`config.mk`:
```
export PLATFORM = sky130hd
export DESIGN_NAME = adm_mode_registers
export DESIGN_NICKNAME = d
export VERILOG_FILES = /design/src/core/adm_pkg.sv /design/src/core/adm_mode_registers.sv
export SDC_FILE = /design/constraint.sdc
export NUM_CORES = 1
export LEC_CHECK = 0
export BUFFER_PORTS_ARGS = -buffer_cell sky130_fd_sc_hd__buf_2
export CAP_MARGIN = 10
export CORE_MARGIN = 2
export CORE_UTILIZATION = 30
export CTS_CLUSTER_DIAMETER = 50
export DETAILED_ROUTE_END_ITERATION = 8
export SLEW_MARGIN = 20
export SYNTH_ARGS = -nofsm -noshare
export SYNTH_HDL_FRONTEND = slang
export SYNTH_SLANG_ARGS = --single-unit
```
`constraint.sdc`:
```
create_clock -name i_clk -period 2.8 [get_ports i_clk]
set_input_delay 0.14 -clock i_clk [delete_from_list [all_inputs] [get_ports i_clk]]
set_output_delay 0.14 -clock i_clk [all_outputs]
set_load 0.005 [all_outputs]
```
`src/core/adm_pkg.sv`:
```
// Package for the audio converter mode control register bank
package adm_pkg;

  // Control word as it arrives from the serial control port
  typedef struct packed {
    logic       rw;
    logic [6:0] index;
    logic [7:0] data;
  } adm_word_type;

  // Static mode bits decoded from the remaining control registers
  typedef struct packed {
    logic       output_phase_invert;
    logic       converter_disable;
    logic       zero_flag_pin_select;
    logic       bypass_stereo_select;
    logic       rolloff_select;
    logic       zero_detect_mute_enable;
    logic       one_bit_stream_mode;
    logic       filter_bypass;
    logic       mono_enable;
    logic       mono_channel_select;
    logic [1:0] modulator_rate_select;
    logic [1:0] stream_zero_output_enable;
    logic       pcm_zero_output_enable;
  } adm_mode_type;

  // Register indices
  localparam logic [6:0] ADM_IDX_LEFT_ATTEN  = 7'h10;
  localparam logic [6:0] ADM_IDX_RIGHT_ATTEN = 7'h11;
  localparam logic [6:0] ADM_IDX_FORMAT      = 7'h12;
  localparam logic [6:0] ADM_IDX_OUTPUT      = 7'h13;
  localparam logic [6:0] ADM_IDX_SYSTEM      = 7'h14;
  localparam logic [6:0] ADM_IDX_ZERO_OUT    = 7'h15;
  localparam logic [6:0] ADM_IDX_ZERO_FLAGS  = 7'h16;
  localparam int         ADM_NUM_RW         = 6;

  // Reset values of the writable registers, indexed from the first one
  localparam logic [7:0] ADM_RESET_VALS [0:5] =
    '{8'hff, 8'hff, 8'h50, 8'h00, 8'h00, 8'h01};
  // Bits that a write may change; reserved and write-only bits excluded
  localparam logic [7:0] ADM_WMASK_SYSTEM   = 8'h3f;
  localparam logic [7:0] ADM_WMASK_ZERO_OUT = 8'h07;
  localparam logic [7:0] ADM_WMASK_FULL     = 8'hff;

  // Field positions, format and de-emphasis register
  localparam int ADM_POS_LOAD_EN  = 7;
  localparam int ADM_POS_FORMAT      = 4;
  localparam int ADM_POS_DEEMPH_RATE = 2;
  localparam int ADM_POS_DEEMPH_EN   = 1;
  localparam int ADM_POS_MUTE        = 0;
  // Output and filter register
  localparam int ADM_POS_PHASE_INV   = 7;
  localparam int ADM_POS_STEP_RATE   = 5;
  localparam int ADM_POS_CONV_DIS    = 4;
  localparam int ADM_POS_ZPIN_SEL    = 3;
  localparam int ADM_POS_BYP_STEREO  = 2;
  localparam int ADM_POS_ROLLOFF     = 1;
  localparam int ADM_POS_ZMUTE_EN    = 0;
  // System register
  localparam int ADM_POS_SOFT_RST    = 6;
  localparam int ADM_POS_STREAM      = 5;
  localparam int ADM_POS_FILT_BYP    = 4;
  localparam int ADM_POS_MONO        = 3;
  localparam int ADM_POS_MONO_CH     = 2;
  localparam int ADM_POS_MOD_RATE    = 0;
  // Zero output register
  localparam int ADM_POS_STREAM_ZERO = 1;
  localparam int ADM_POS_PCM_ZERO    = 0;

  // Attenuation codes
  localparam logic [7:0] ADM_ATTEN_MAX_CODE  = 8'hff;
  localparam logic [7:0] ADM_ATTEN_MIN_FINITE = 8'h0f;
  localparam logic [7:0] ADM_RAMP_MUTE_LEVEL = 8'h00;
  localparam logic [2:0] ADM_FORMAT_FIRST_RESERVED = 3'h6;

endpackage

```
`src/core/adm_mode_registers.sv`:
```
// Mode control register bank with attenuators and soft mute ramp
// Function
// - Top word bit set reads, clear writes
// - Zero flag register ignores every write
// - Word holds seven bit index, eight data
// - Two attenuation codes, reset to all ones
// - Attenuation is half dB per code below 255
// - Code fifteen gives minus 120 dB
// - Codes zero to fourteen mute the channel
// - Load enable low ignores new codes
// - Load enable high transfers written codes
// - Three bit format select, default 24-bit I2S
// - Filter bypass gives format other meaning
// - Two bit de-emphasis rate, default disabled
// - Rate applies only while enable bit set
// - Stream mode reuses rate as FIR setting
// - De-emphasis enable bit, default off
// - Soft mute ramps 255 steps to mute
// - Step every 1, 2, 4, 8 word periods
// - Zero flags read one when zero detected
`timescale 1ns/100ps
module adm_mode_registers (
  input  wire logic                 i_clk,
  input  wire logic                 i_rstn,
  input  wire logic                 i_word_valid,
  input  wire adm_pkg::adm_word_type i_word,
  input  wire logic                 i_word_clk_tick,
  input  wire logic                 i_left_zero,
  input  wire logic                 i_right_zero,
  output logic                      o_rd_valid,
  output logic [7:0]                o_rd_data,
  output logic [7:0]                o_left_level,
  output logic [7:0]                o_right_level,
  output logic [7:0]                o_left_atten_halfdb,
  output logic [7:0]                o_right_atten_halfdb,
  output logic                      o_left_mute,
  output logic                      o_right_mute,
  output logic [2:0]                o_audio_format_select,
  output logic                      o_format_reserved,
  output logic                      o_ext_filter_format_mode,
  output logic                      o_deemph_active,
  output logic [1:0]                o_deemph_rate_select,
  output logic [1:0]                o_fir_perf_select,
  output logic                      o_soft_reset_pulse,
  output adm_pkg::adm_mode_type     o_mode
);

  logic [7:0] bank_reg [0:5];
  logic [7:0] applied_reg [0:1];
  logic [7:0] ramp_reg [0:1];
  logic [2:0] div_cnt_reg;
  logic       soft_reset_reg;
  logic       rd_valid_reg;
  logic [7:0] rd_data_reg;

  logic       wr_req;
  logic       rd_req;
  logic       wr_hit;
  logic       soft_reset_req;
  logic [2:0] slot;
  logic       load_en;
  logic       mute_req;
  logic [1:0] step_rate;
  logic [2:0] div_term;
  logic       step_en;
  logic [7:0] reg18;
  logic [7:0] reg19;
  logic [7:0] reg20;
  logic [7:0] reg21;

  // Slot of a writable register, valid only for indices 16 to 21
  function automatic logic [2:0] bank_slot(input logic [6:0] idx);
    logic [6:0] off;
    off = idx - adm_pkg::ADM_IDX_LEFT_ATTEN;
    return off[2:0];
  endfunction

  function automatic logic [7:0] write_mask(input logic [6:0] idx);
    logic [7:0] m;
    m = adm_pkg::ADM_WMASK_FULL;
    if (idx == adm_pkg::ADM_IDX_SYSTEM) begin
      m = adm_pkg::ADM_WMASK_SYSTEM;
    end else if (idx == adm_pkg::ADM_IDX_ZERO_OUT) begin
      m = adm_pkg::ADM_WMASK_ZERO_OUT;
    end
    return m;
  endfunction

  // Terminal count of the step divider: 0, 1, 3 or 7 extra word periods
  function automatic logic [2:0] step_term(input logic [1:0] rate);
    logic [3:0] t;
    t = (4'h1 << rate) - 4'h1;
    return t[2:0];
  endfunction

  function automatic logic [7:0] halfdb(input logic [7:0] level);
    return adm_pkg::ADM_ATTEN_MAX_CODE - level;
  endfunction

  assign reg18 = bank_reg[2];
  assign reg19 = bank_reg[3];
  assign reg20 = bank_reg[4];
  assign reg21 = bank_reg[5];

  assign wr_req  = i_word_valid && !i_word.rw;
  assign rd_req  = i_word_valid && i_word.rw;
  // Index 22 falls outside the writable range, so writes to it vanish
  assign wr_hit  = wr_req && (i_word.index >= adm_pkg::ADM_IDX_LEFT_ATTEN)
                   && (i_word.index <= adm_pkg::ADM_IDX_ZERO_OUT);
  assign slot    = bank_slot(i_word.index);
  assign soft_reset_req = wr_req
                   && (i_word.index == adm_pkg::ADM_IDX_SYSTEM)
                   && i_word.data[adm_pkg::ADM_POS_SOFT_RST];
  assign load_en  = reg18[adm_pkg::ADM_POS_LOAD_EN];
  assign mute_req = reg18[adm_pkg::ADM_POS_MUTE];
  assign step_rate = reg19[adm_pkg::ADM_POS_STEP_RATE +: 2];
  assign div_term  = step_term(step_rate);
  assign step_en  = i_word_clk_tick && (div_cnt_reg == div_term);

  // Register storage; soft reset restores every default in one edge
  always_ff @(posedge i_clk or negedge i_rstn) begin
    if (!i_rstn) begin
      for (int i = 0; i < adm_pkg::ADM_NUM_RW; i++) begin
        bank_reg[i] <= adm_pkg::ADM_RESET_VALS[i];
      end
    end else if (soft_reset_req) begin
      for (int i = 0; i < adm_pkg::ADM_NUM_RW; i++) begin
        bank_reg[i] <= adm_pkg::ADM_RESET_VALS[i];
      end
    end else if (wr_hit) begin
      bank_reg[slot] <= i_word.data & write_mask(i_word.index);
    end
  end

  // The write-only reset bit never stores; it makes one pulse here
  always_ff @(posedge i_clk or negedge i_rstn) begin
    if (!i_rstn) begin
      soft_reset_reg <= 1'b0;
    end else begin
      soft_reset_reg <= soft_reset_req;
    end
  end

  // Codes reach the attenuators only when loading is enabled at write
  always_ff @(posedge i_clk or negedge i_rstn) begin
    if (!i_rstn) begin
      applied_reg[0] <= adm_pkg::ADM_RESET_VALS[0];
      applied_reg[1] <= adm_pkg::ADM_RESET_VALS[1];
    end else if (soft_reset_req) begin
      applied_reg[0] <= adm_pkg::ADM_RESET_VALS[0];
      applied_reg[1] <= adm_pkg::ADM_RESET_VALS[1];
    end else if (wr_hit && load_en && (slot < 3'h2)) begin
      applied_reg[slot[0]] <= i_word.data;
    end
  end

  // Word period divider for the ramp step rate
  always_ff @(posedge i_clk or negedge i_rstn) begin
    if (!i_rstn) begin
      div_cnt_reg <= 3'h0;
    end else if (soft_reset_req) begin
      div_cnt_reg <= 3'h0;
    end else if (i_word_clk_tick) begin
      div_cnt_reg <= (div_cnt_reg >= div_term) ? 3'h0
                     : div_cnt_reg + 3'h1;
    end
  end

  // Ramp walks one code per step toward the target, so both level
  // changes and soft mute are click free; a full ramp takes 255 steps
  always_ff @(posedge i_clk or negedge i_rstn) begin
    if (!i_rstn) begin
      ramp_reg[0] <= adm_pkg::ADM_RESET_VALS[0];
      ramp_reg[1] <= adm_pkg::ADM_RESET_VALS[1];
    end else if (soft_reset_req) begin
      ramp_reg[0] <= adm_pkg::ADM_RESET_VALS[0];
      ramp_reg[1] <= adm_pkg::ADM_RESET_VALS[1];
    end else if (step_en) begin
      for (int c = 0; c < 2; c++) begin
        if (mute_req) begin
          if (ramp_reg[c] != adm_pkg::ADM_RAMP_MUTE_LEVEL) begin
            ramp_reg[c] <= ramp_reg[c] - 8'h01;
          end
        end else if (ramp_reg[c] < applied_reg[c]) begin
          ramp_reg[c] <= ramp_reg[c] + 8'h01;
        end else if (ramp_reg[c] > applied_reg[c]) begin
          ramp_reg[c] <= ramp_reg[c] - 8'h01;
        end
      end
    end
  end

  // Read answer one cycle after the request
  always_ff @(posedge i_clk or negedge i_rstn) begin
    if (!i_rstn) begin
      rd_valid_reg <= 1'b0;
      rd_data_reg  <= 8'h00;
    end else begin
      rd_valid_reg <= rd_req;
      if (rd_req) begin
        if (i_word.index == adm_pkg::ADM_IDX_ZERO_FLAGS) begin
          rd_data_reg <= {6'h00, i_right_zero, i_left_zero};
        end else if (wr_hit || ((i_word.index >= adm_pkg::ADM_IDX_LEFT_ATTEN)
                     && (i_word.index <= adm_pkg::ADM_IDX_ZERO_OUT))) begin
          rd_data_reg <= bank_reg[slot];
        end else begin
          rd_data_reg <= 8'h00;
        end
      end
    end
  end

  assign o_rd_valid         = rd_valid_reg;
  assign o_rd_data          = rd_data_reg;
  assign o_soft_reset_pulse = soft_reset_reg;
  assign o_left_level       = ramp_reg[0];
  assign o_right_level      = ramp_reg[1];
  assign o_left_atten_halfdb  = halfdb(ramp_reg[0]);
  assign o_right_atten_halfdb = halfdb(ramp_reg[1]);
  assign o_left_mute  = ramp_reg[0] < adm_pkg::ADM_ATTEN_MIN_FINITE;
  assign o_right_mute = ramp_reg[1] < adm_pkg::ADM_ATTEN_MIN_FINITE;

  // Format and de-emphasis decode
  assign o_audio_format_select = reg18[adm_pkg::ADM_POS_FORMAT +: 3];
  assign o_format_reserved     = o_audio_format_select
                                 >= adm_pkg::ADM_FORMAT_FIRST_RESERVED;
  assign o_ext_filter_format_mode = reg20[adm_pkg::ADM_POS_FILT_BYP];
  assign o_deemph_active = reg18[adm_pkg::ADM_POS_DEEMPH_EN]
                           && !reg20[adm_pkg::ADM_POS_STREAM]
                           && (reg18[adm_pkg::ADM_POS_DEEMPH_RATE +: 2]
                               != 2'h0);
  assign o_deemph_rate_select = o_deemph_active
                                ? reg18[adm_pkg::ADM_POS_DEEMPH_RATE +: 2]
                                : 2'h0;
  assign o_fir_perf_select = reg20[adm_pkg::ADM_POS_STREAM]
                             ? reg18[adm_pkg::ADM_POS_DEEMPH_RATE +: 2]
                             : 2'h0;

  always_comb begin
    o_mode.output_phase_invert     = reg19[adm_pkg::ADM_POS_PHASE_INV];
    o_mode.converter_disable       = reg19[adm_pkg::ADM_POS_CONV_DIS];
    o_mode.zero_flag_pin_select    = reg19[adm_pkg::ADM_POS_ZPIN_SEL];
    o_mode.bypass_stereo_select    = reg19[adm_pkg::ADM_POS_BYP_STEREO];
    o_mode.rolloff_select          = reg19[adm_pkg::ADM_POS_ROLLOFF];
    o_mode.zero_detect_mute_enable = reg19[adm_pkg::ADM_POS_ZMUTE_EN];
    o_mode.one_bit_stream_mode     = reg20[adm_pkg::ADM_POS_STREAM];
    o_mode.filter_bypass           = reg20[adm_pkg::ADM_POS_FILT_BYP];
    o_mode.mono_enable             = reg20[adm_pkg::ADM_POS_MONO];
    o_mode.mono_channel_select     = reg20[adm_pkg::ADM_POS_MONO_CH];
    o_mode.modulator_rate_select   = reg20[adm_pkg::ADM_POS_MOD_RATE +: 2];
    o_mode.stream_zero_output_enable =
      reg21[adm_pkg::ADM_POS_STREAM_ZERO +: 2];
    o_mode.pcm_zero_output_enable  = reg21[adm_pkg::ADM_POS_PCM_ZERO];
  end
endmodule

```
==> results of run 1 <==
## through the flow
| step | power, W | util | hold WS [ns] | std cells | instance area [sq um] |
|---|---|---|---|---|---|
| finish | 0.00435 | 0.358 | 0.0269 | 908 | 6450 |
| global route | 0.00464 | 0.358 | 0.0542 | 907 | 6450 |
| CTS | 0.00440 | 0.358 | 0.0201 | 907 | 6450 |
| detailed placement | 0.00306 | 0.340 | 0.129 | 890 | 6120 |
| global placement | 0.00306 | 0.340 | 0.129 | 890 | 6120 |
| floorplan | 0.00253 | - | -0.156 | 603 | 5520 |
## metal layers
metal	global-route usage	share of wire
met2	0.240	0.45
met3	0.0306	0.044
met5	0	0
met4	0.0558	0.022
met1	0.232	0.49
## cell type report
cell class / count / area, sq um / share of cell area
antenna: 1 / 2.50 / 0.000388
tap: 229 / 287 / 0.0444
multi-input combinational: 422 / 2700 / 0.418
inverter: 41 / 154 / 0.0238
sequential: 93 / 2390 / 0.370
timing repair buffer: 106 / 601 / 0.0930
clock buffer: 11 / 254 / 0.0393
clock inverter: 5 / 65.1 / 0.0101
## how the worst min path moves through the flow
stage | end | cells after the start | slack [ns] | startpoint
after CTS | reg21[0] | 3 | 0.02 | i_word[0]
after floorplan | div_cnt_reg[0] | 0 | -0.16 | i_rstn
after global placement | reg18[0] | 1 | 0.13 | i_rstn
after global routing | reg21[0] | 3 | 0.05 | i_word[0]
after detailed placement | reg18[1] | 1 | 0.13 | i_rstn
final | reg21[0] | 3 | 0.03 | i_word[0]
## tightest hold or removal path, delay by kind of cell
kind	cells	cell delay (ns)
buffers and inverters	1	0.09
and+or+nand+nor	1	0.06
muxes	1	0.06
## cell families after synthesis
group	count (synthesis)
and+or+nand+nor	216
AOI/OAI and AO/OA	152
DFF	93
buffers and inverters	88
adders and majority gates	26
muxes	25
xor gates and xnor gates	3
## power groups by stage
stage	registers (W)	logic, W	clock network (W)
final	0.00181	0.00123	0.00131
after global routing	0.00185	0.00140	0.00140
after CTS	0.00181	0.00124	0.00134
after detailed placement	0.00183	0.00123	0
after global placement	0.00183	0.00123	0
after floorplan	0.00177	0.000760	0
## timing repair
item	4_1_cts	5_1_grt
hold buffers	1	0
hold endpoints to repair	5	0
setup endpoints to repair	0	2
gates resized for setup	0	2
buffers inserted	0	0
## placed cells by master (no fill, tap or decap), drive strengths merged, types with 5 or more instances in the layout
cell,synthesis,layout
nand4,7,7
nand3,22,22
dfrtp,42,42
or4,5,5
inv,41,42
o211ai,31,31
o21ai,37,37
mux2i,18,18
nor2,54,54
nand2b,5,5
o31ai,7,7
clkbuf,17,11
nor2b,6,6
nand2,69,69
dfstp,51,51
and2,14,14
a21oi,38,38
a22o,6,6
buf,30,105
ha,26,26
nor3,10,10
or2,6,6
==> reports/results.tsv, run 1 <==
stage	metric	value	unit
critical_path	Reg2Reg Setup Slack	0.28	ns
route	DRC violations left	0	
global_route	total gr overflow	0	
logic_synthesis	Net Count, Synth	651	
critical_path	type of the worst setup path	flip-flop to flip-flop	
sta	fmax	396	MHz
global_route	first-pass GRT wire length	25.0	mm
sta	slew margin rel.	0.572	
global_route	aggregate global-route resource usage	0.160	
clocking	clk sinks	93	
placement	pre-CTS WS	0.216	ns
route	via count	4669	
pwr	Reg power frac	0.416	
sta	Tightest Pin Transition	0.641	ns
logic_synthesis	Netlist Area Pre-Place	5520	sq um
die	Placeable Area	18000	sq um
clocking	H-tree depth	3	
pwr	switching share of power	0.339	
critical_path	Critical Path RT	3.08	ns
sta	Slew Limit Fails	0	
logic_synthesis	post-synthesis adder-cell area fraction	0.0590	
sta	Final Hold Vio Count	0	
global_route	vias in the first global route	4524	
min_path	Hold Crit Class	input port to flip-flop	
logic_synthesis	number of flops mapped to enable cells by yosys	0	
clocking	CTS tree	yes	
sta	Layout Skew	0.00921	ns
clocking	clock slew at reported path FFs	0.07	ns
route	post-route ant nets	0	
logic_synthesis	Post-synth ARST share	1.00	
route	WL/cell	16.9	um
sta	RSZ-0062 raised after global routing	false	
sta	final worst slack	0.277	ns
route	DRT Pass-1 Iters	5	
die	Initial Utilization	0.306	
logic_synthesis	post-synthesis mux area share	0.0551	
pwr	Pwr Density	675	nW/um^2
critical_path	Reg-to-Reg End	o_left_level[7]	
critical_path	Critical Path Sink Type	flip-flop	
logic_synthesis	Area contributors post-synth	dfstp_2 (24%), dfrtp_1 (19%), ha_1 (5.9%)	
critical_path	Critical Path Source	applied_reg[15]	
logic_synthesis	Synth top area share	0.243	
global_route	largest net degree at the start of global routing	34	
critical_path	Reg2Reg Launch Point	applied_reg[15]	
pwr	LEAKAGE	3.02	nW
critical_path	Worst setup SP type	flip-flop	
critical_path	CP max-delay cell	or4_1	
finish	Layout area overhead	17.0	%
logic_synthesis	flop and latch count out of synthesis	93	
die	Die W	140	um
sta	Setup violations, final	0	
pwr	NetSw	0.00147	W
clocking	Clock Tree Root	clkbuf_16	
pwr	combinational fraction of design power	0.283	
finish	layout cells sized above 1	0.282	
placement	GP Congestion	0.874	
placement	dpl hpwl	11.3	mm
pwr	Pint	0.00288	W
route	Routed WL	15.4	mm
logic_synthesis	dominant register cell in the synthesized netlist	dfstp_2	
logic_synthesis	Yosys Warn Count	0	
logic_synthesis	top-count cell post-synth	nand2_1	
logic_synthesis	synth unique cells	64	
logic_synthesis	Mean Syn Cell Area	9.15	sq um
die	die area	19500	sq um
critical_path	arrival time at the worst endpoint	2.80	ns
critical_path	CP most frequent cell	a21oi_1	
logic_synthesis	compound-gate portion of the synthesized area	0.181	
logic_synthesis	sequential share of the synthesized area	0.433	
critical_path	WP buf/inv	1	
clocking	cts bufs inserted	9	
finish	final layout net count	721	
global_route	initial antenna violation count	1	
critical_path	Worst Setup EP	o_left_level[7]	
logic_synthesis	xor/xnor share of the synthesized area	0.00476	
finish	fillcell total	1859	
critical_path	cell family with most CP delay	simple AND/OR/NAND/NOR gates	
outcome	status	complete, no violations	
placement	# port buffers	90	
logic_synthesis	post-synthesis simple-gate area fraction	0.189	
flow_run	MaxCap Viol Count	0	
logic_synthesis	Synth area leader	dfstp_2	
sta	Final period util	0.901	
critical_path	max incr delay on CP	0.53	ns
critical_path	Crit path depth	8	
sta	Sum Neg Setup Slack	0	ns
logic_synthesis	largest family of logic cells by synthesized area	simple AND/OR/NAND/NOR gates	
critical_path	CP Cell Sequence	inv_1, ha_1, a21oi_1, o21ai_0, or2_2, or4_1, a21oi_1, mux2i_1	
critical_path	depth of the worst register-to-register path	8	
pwr	Clock power frac	0.301	
die	num ports	91	
route	Initial DRC Count	375	
die	Die Y	140	um
sta	Final Critical Period	2.52	ns
clocking	Clock Path Buffers	2	
route	Via density	5.14	
die	Rows	49	
logic_synthesis	most frequent cells after synthesis	nand2_1 (69), nor2_1 (54), dfstp_2 (51)	
critical_path	CP max FO	8	
clocking	Clk Latency, worst-skew pair	0.35	ns
logic_synthesis	Synth Instances	603	
pwr	Max VDD drop	312	uV
Power figures use the tool's default switching activity.
==> run 2, diff against run 1 <==
--- a/config.mk
+++ b/config.mk
@@ -11,6 +11,8 @@
 export CORE_UTILIZATION = 30
 export CTS_CLUSTER_DIAMETER = 50
 export DETAILED_ROUTE_END_ITERATION = 8
+export GPL_TIMING_DRIVEN = 0
+export PLACE_DENSITY = 0.55
 export SLEW_MARGIN = 20
 export SYNTH_ARGS = -nofsm -noshare
 export SYNTH_HDL_FRONTEND = slang
==> run 2 against run 1 <==
  * Clock power shrank 12%
  * Design area grew 1.7%
  * Combinational power is essentially flat
  * Cell count up 3.2%
  * Worst setup slack got worse by 0.072 ns
  * Count of clock-buffer cells in the layout grew 1
  * First-iteration DRC count up 6.9%
  * Hold slack better by 0.040 ns
  * Via count up 2.0%
  * Non-clock buffer count is 30 higher
  * Largest power group unchanged
==> reports/results.tsv, run 2 (synthesis results as in run 1) <==
stage	metric	value	unit
clocking	cts bufs inserted	9	
route	Routed WL	16.3	mm
sta	Tightest Pin Transition	0.777	ns
min_path	Hold Crit Class	input port to flip-flop	
route	WL/cell	17.4	um
sta	fmax	385	MHz
die	Placeable Area	18000	sq um
pwr	Pwr Density	639	nW/um^2
critical_path	max incr delay on CP	0.54	ns
clocking	Clock Tree Root	clkbuf_16	
sta	Setup violations, final	0	
critical_path	Critical Path Sink Type	flip-flop	
finish	most common cell after layout, fill and taps aside	buf_2	
finish	layout cells sized above 1	0.287	
clocking	Clk Latency, worst-skew pair	0.35	ns
critical_path	CP max-delay cell	dfstp_2	
pwr	switching share of power	0.343	
critical_path	Worst setup SP type	flip-flop	
sta	Final Hold Vio Count	0	
placement	dpl hpwl	12.1	mm
global_route	aggregate global-route resource usage	0.167	
placement	pre-CTS WS	-0.0329	ns
route	DRC violations left	0	
finish	ANT cells	0	
global_route	vias in the first global route	4556	
placement	# port buffers	88	
finish	Multi-input gate area	2710	sq um
sta	slew margin rel.	0.479	
finish	Register Area	2390	sq um
die	Die Y	140	um
route	DRT Pass-1 Iters	5	
sta	final worst slack	0.205	ns
pwr	Max VDD drop	303	uV
die	num ports	91	
global_route	total gr overflow	0	
sta	Layout Skew	0.0120	ns
critical_path	CP max FO	7	
route	Initial DRC Count	401	
die	Initial Utilization	0.306	
flow_run	MaxCap Viol Count	0	
die	die area	19500	sq um
route	post-route ant nets	0	
sta	Final Critical Period	2.59	ns
finish	most frequent cells in the layout	buf_2 (92), nand2_1 (69), nor2_1 (54), dfstp_2 (51), dfrtp_1 (42)	
placement	GP Congestion	0.906	
finish	Finished Layout Cells	937	
sta	Final period util	0.927	
pwr	combinational fraction of design power	0.292	
critical_path	arrival time at the worst endpoint	2.86	ns
pwr	Clock power frac	0.274	
route	via count	4764	
global_route	largest net degree at the start of global routing	65	
die	Rows	49	
die	Die W	140	um
critical_path	CP Cell Sequence	inv_1, ha_1, nand2_1, o21ai_1, nor2_1, a2111oi_1, o21ai_0, a211o_1	
finish	Layout area overhead	18.9	%
pwr	Pint	0.00275	W
clocking	Clock Path Buffers	2	
outcome	status	complete, no violations	
global_route	initial antenna violation count	0	
clocking	clk sinks	93	
clocking	H-tree depth	3	
placement	post-placement cell count	921	
critical_path	Critical Path Source	applied_reg[6]	
finish	Final Core Density	0.364	
critical_path	Critical Path RT	3.07	ns
sta	RSZ-0062 raised after global routing	false	
pwr	LEAKAGE	3.08	nW
critical_path	type of the worst setup path	flip-flop to flip-flop	
min_path	Hold Startpoint	i_word[15]	
pwr	NetSw	0.00144	W
sta	Slew Limit Fails	0	
route	Via density	5.08	
clocking	clock slew at reported path FFs	0.07	ns
finish	fillcell total	1848	
global_route	first-pass GRT wire length	25.7	mm
critical_path	Reg2Reg Launch Point	applied_reg[6]	
finish	final layout net count	751	
clocking	CTS tree	yes	
pwr	Reg power frac	0.434	
run 2: cell types whose count changed in the layout (fill, tap and decap cells not counted), sizes merged:
cell	before	now
clkinvlp	0	1
clkbuf	11	28
diode	1	0
inv	42	41
bufinv	1	0
buf	105	119
run 2: final timing paths:
check	end	slack, ns	cells after the start
max in group asynchronous	bank_reg[32]	1.91	3
worst min register to register	o_rd_data[7]	0.48	2
worst max register to register	o_right_level[6]	0.21	8
min in group asynchronous	reg21[4]	0.25	2
worst max-delay path	o_right_level[6]	0.21	8
worst min-delay path	o_rd_valid	0.07	3
run 2: area by class of cell:
class,instances,share of cell area
flip-flops and latches,93,0.364
repair buffers,90,0.0738
multi-input cells,422,0.412
clock inverters,4,0.00400
clock buffers,12,0.0376
well taps,229,0.0437
plain buffers,46,0.0410
inverters,41,0.0235
run 2: per-stage QoR:
stage	hold slack, ns	cell area [sq um]	power [W]	setup TNS [ns]
after floorplan	-0.156	5520	0.00253	0
after CTS	0.0611	6560	0.00422	0
after global routing	0.0669	6560	0.00445	0
after detailed placement	0.0571	6280	0.00306	-0.0329
after global placement	0.424	6240	0.00305	-0.0261
final	0.0669	6560	0.00419	0
run 2: routing by layer:
layer / vias up / wire length, um / part of all wire / GRT usage
li1: 2322 / - / - / -
met1: 2311 / 7850 / 0.48 / 0.244
met2: 118 / 7490 / 0.46 / 0.260
met3: 13 / 771 / 0.047 / 0.0241
met4: 0 / 201 / 0.012 / 0.0479
met5: - / 0 / 0 / 0
run 2: what timing repair did:
item / in CTS / in global routing
resized for setup: 1 / 3
hold endpoints to repair: 29 / 0
hold buffers: 1 / 0
pin swaps: 0 / 0
setup endpoints to repair: 1 / 3
setup buffers: 0 / 0
run 2: power by group through the flow:
| stage | Clock [W] | Sequential, W | Combinational (W) |
|---|---|---|---|
| floorplan | 0 | 0.00177 | 0.000760 |
| global placement | 0 | 0.00184 | 0.00121 |
| detailed placement | 0 | 0.00184 | 0.00122 |
| CTS | 0.00118 | 0.00181 | 0.00123 |
| global route | 0.00123 | 0.00184 | 0.00138 |
| finish | 0.00115 | 0.00182 | 0.00123 |
run 2: worst max-delay path, delay by kind of cell (launching register included):
kind            cells  cell delay, ns
compound gates      4            1.38
flops               1            0.54
fa+ha+maj           1            0.28
simple gates        2            0.26
buf+inv             1            0.05
==> run 3, diff against run 2 <==
--- a/config.mk
+++ b/config.mk
@@ -7,12 +7,14 @@
 export LEC_CHECK = 0
 export BUFFER_PORTS_ARGS = -buffer_cell sky130_fd_sc_hd__buf_2
 export CAP_MARGIN = 10
-export CORE_MARGIN = 2
+export CELL_PAD_IN_SITES_DETAIL_PLACEMENT = 2
+export CELL_PAD_IN_SITES_GLOBAL_PLACEMENT = 2
+export CORE_MARGIN = 10
 export CORE_UTILIZATION = 30
 export CTS_CLUSTER_DIAMETER = 50
 export DETAILED_ROUTE_END_ITERATION = 8
-export GPL_TIMING_DRIVEN = 0
-export PLACE_DENSITY = 0.55
+export GPL_TIMING_DRIVEN = 1
+export PLACE_DENSITY = 0.78
 export SLEW_MARGIN = 20
 export SYNTH_ARGS = -nofsm -noshare
 export SYNTH_HDL_FRONTEND = slang
==> run 3 against run 2 <==
  * Clock power increased by 4%
  * Routed wire length is 20% higher
  * Flip-flop and latch count unchanged
  * Worst setup slack improved by 0.041 ns
  * Largest cell class unchanged
==> reports/results.tsv, run 3 (synthesis results as in run 1) <==
stage	metric	value	unit
outcome	status	complete, no violations	
sta	Final Critical Period	2.55	ns
critical_path	Critical Path RT	3.09	ns
clocking	cts bufs inserted	9	
global_route	aggregate global-route resource usage	0.165	
route	Routed WL	19.6	mm
clocking	Clk Latency, worst-skew pair	0.36	ns
clocking	postcts setup bufs	0	
pwr	LEAKAGE	2.99	nW
sta	Tightest Pin Transition	0.672	ns
sta	Sum Neg Setup Slack	0	ns
sta	slew margin rel.	0.552	
die	Die W	156	um
clocking	clock slew at reported path FFs	0.07	ns
route	Via density	5.37	
min_path	Hold Crit Class	input port to flip-flop	
global_route	first-pass GRT wire length	32.1	mm
route	DRC violations left	0	
finish	layout cells sized above 1	0.282	
die	num ports	91	
clocking	Clock Path Buffers	2	
route	WL/cell	21.6	um
sta	hold slack	0.0612	ns
die	Die Y	156	um
route	post-route ant nets	0	
placement	# port buffers	90	
sta	Layout Skew	0.00508	ns
route	via count	4873	
critical_path	Worst setup SP type	flip-flop	
pwr	Reg power frac	0.420	
pwr	Pwr Density	678	nW/um^2
finish	most frequent cells in the layout	buf_2 (89), nand2_1 (69), nor2_1 (54), dfstp_2 (51), dfrtp_1 (42)	
die	Placeable Area	18000	sq um
finish	Design Area, Final	6410	sq um
clocking	CTS tree	yes	
placement	dpl hpwl	14.6	mm
flow_run	MaxCap Viol Count	0	
pwr	Pint	0.00274	W
pwr	Clock power frac	0.276	
pwr	switching share of power	0.368	
sta	Slew Limit Fails	0	
sta	Setup violations, final	0	
placement	area post-placement	6120	sq um
critical_path	type of the worst setup path	flip-flop to flip-flop	
sta	Final period util	0.912	
pwr	Max VDD drop	287	uV
route	Initial DRC Count	276	
route	DRT Pass-1 Iters	4	
sta	Final Hold Vio Count	0	
die	Initial Utilization	0.306	
clocking	clk sinks	93	
pwr	NetSw	0.00160	W
finish	most common cell after layout, fill and taps aside	buf_2	
placement	GP Congestion	0.841	
sta	RSZ-0062 raised after global routing	false	
finish	ANT cells	0	
global_route	vias in the first global route	5584	
critical_path	CP max FO	9	
global_route	largest net degree at the start of global routing	66	
sta	fmax	392	MHz
pwr	combinational fraction of design power	0.304	
clocking	H-tree depth	3	
finish	final layout net count	721	
clocking	Clock Tree Root	clkbuf_16	
finish	Layout area overhead	16.1	%
critical_path	Critical Path Sink Type	flip-flop	
global_route	total gr overflow	0	
critical_path	arrival time at the worst endpoint	2.84	ns
die	die area	24200	sq um
die	Rows	49	
global_route	initial antenna violation count	1	
finish	Final Core Density	0.356	
[run 3: cell count changes in the layout (fill, tap and decap cells not counted), moves of 2 or more]
cell	change
buf_6	-2
buf_2	-3
buf_1	-2
inv_6	+2
buf_4	-8
buf_12	+2
clkbuf_1	-17
[run 3: critical path: stages (launching register included)]
cell     delay (ns)
dfstp_2        0.62
ha_1           0.28
a21oi_1        0.14
o21ai_0        0.16
or2_2          0.37
or4_1          0.52
a21oi_1        0.18
mux2i_1        0.22
[run 3: power by group through the flow]
stage / Sequential [W] / Combinational [W] / Clock, W
after global placement: 0.00182 / 0.00125 / 0
after floorplan: 0.00177 / 0.000760 / 0
final: 0.00182 / 0.00132 / 0.00120
after global routing: 0.00186 / 0.00149 / 0.00128
after detailed placement: 0.00184 / 0.00132 / 0
after CTS: 0.00182 / 0.00135 / 0.00123
[run 3: area by class of cell]
class	instances	area [sq um]
clock inverter	6	46.3
clock buffer	10	229
tap	229	287
multi-input combinational	422	2700
inverter	41	154
fill	2071	11600
timing repair buffer	106	601
sequential	93	2390
[run 3: routing by layer]
metal / wire, um / track usage / vias up
li1: - / - / 2266
met1: 8820 / 0.207 / 2504
met2: 9560 / 0.275 / 79
met3: 870 / 0.0378 / 22
met4: 294 / 0.0508 / 2
met5: 13 / 0 / -
[run 3: path summary, 6_finish.rpt]
kind	from	endpoint	slack, ns	cells past startpoint
worst max-delay path	o_left_level[5]	o_left_level[7]	0.25	7
worst min-delay path	i_word[3]	applied_reg[3]	0.06	3
worst max register to register	o_left_level[5]	o_left_level[7]	0.25	7
worst min register to register	o_rd_data[1]	o_rd_data[1]	0.49	2
max in group asynchronous	i_rstn	bank_reg[33]	1.81	3
min in group asynchronous	i_rstn	div_cnt_reg[2]	0.26	2
[run 3: what timing repair did]
item | in CTS | in global routing
endpoints found under the hold margin | 3 | 0
hold buffers | 1 | 0
setup endpoints to repair | 0 | 1
gates resized for setup | 0 | 1
[run 3: per-stage QoR]
stage	std cells	setup slack (ns)	power [W]
detailed placement	890	0.241	0.00317
finish	907	0.246	0.00434
CTS	907	0.219	0.00440
floorplan	603	0.392	0.00253
global placement	890	0.367	0.00307
global route	907	0.0460	0.00463
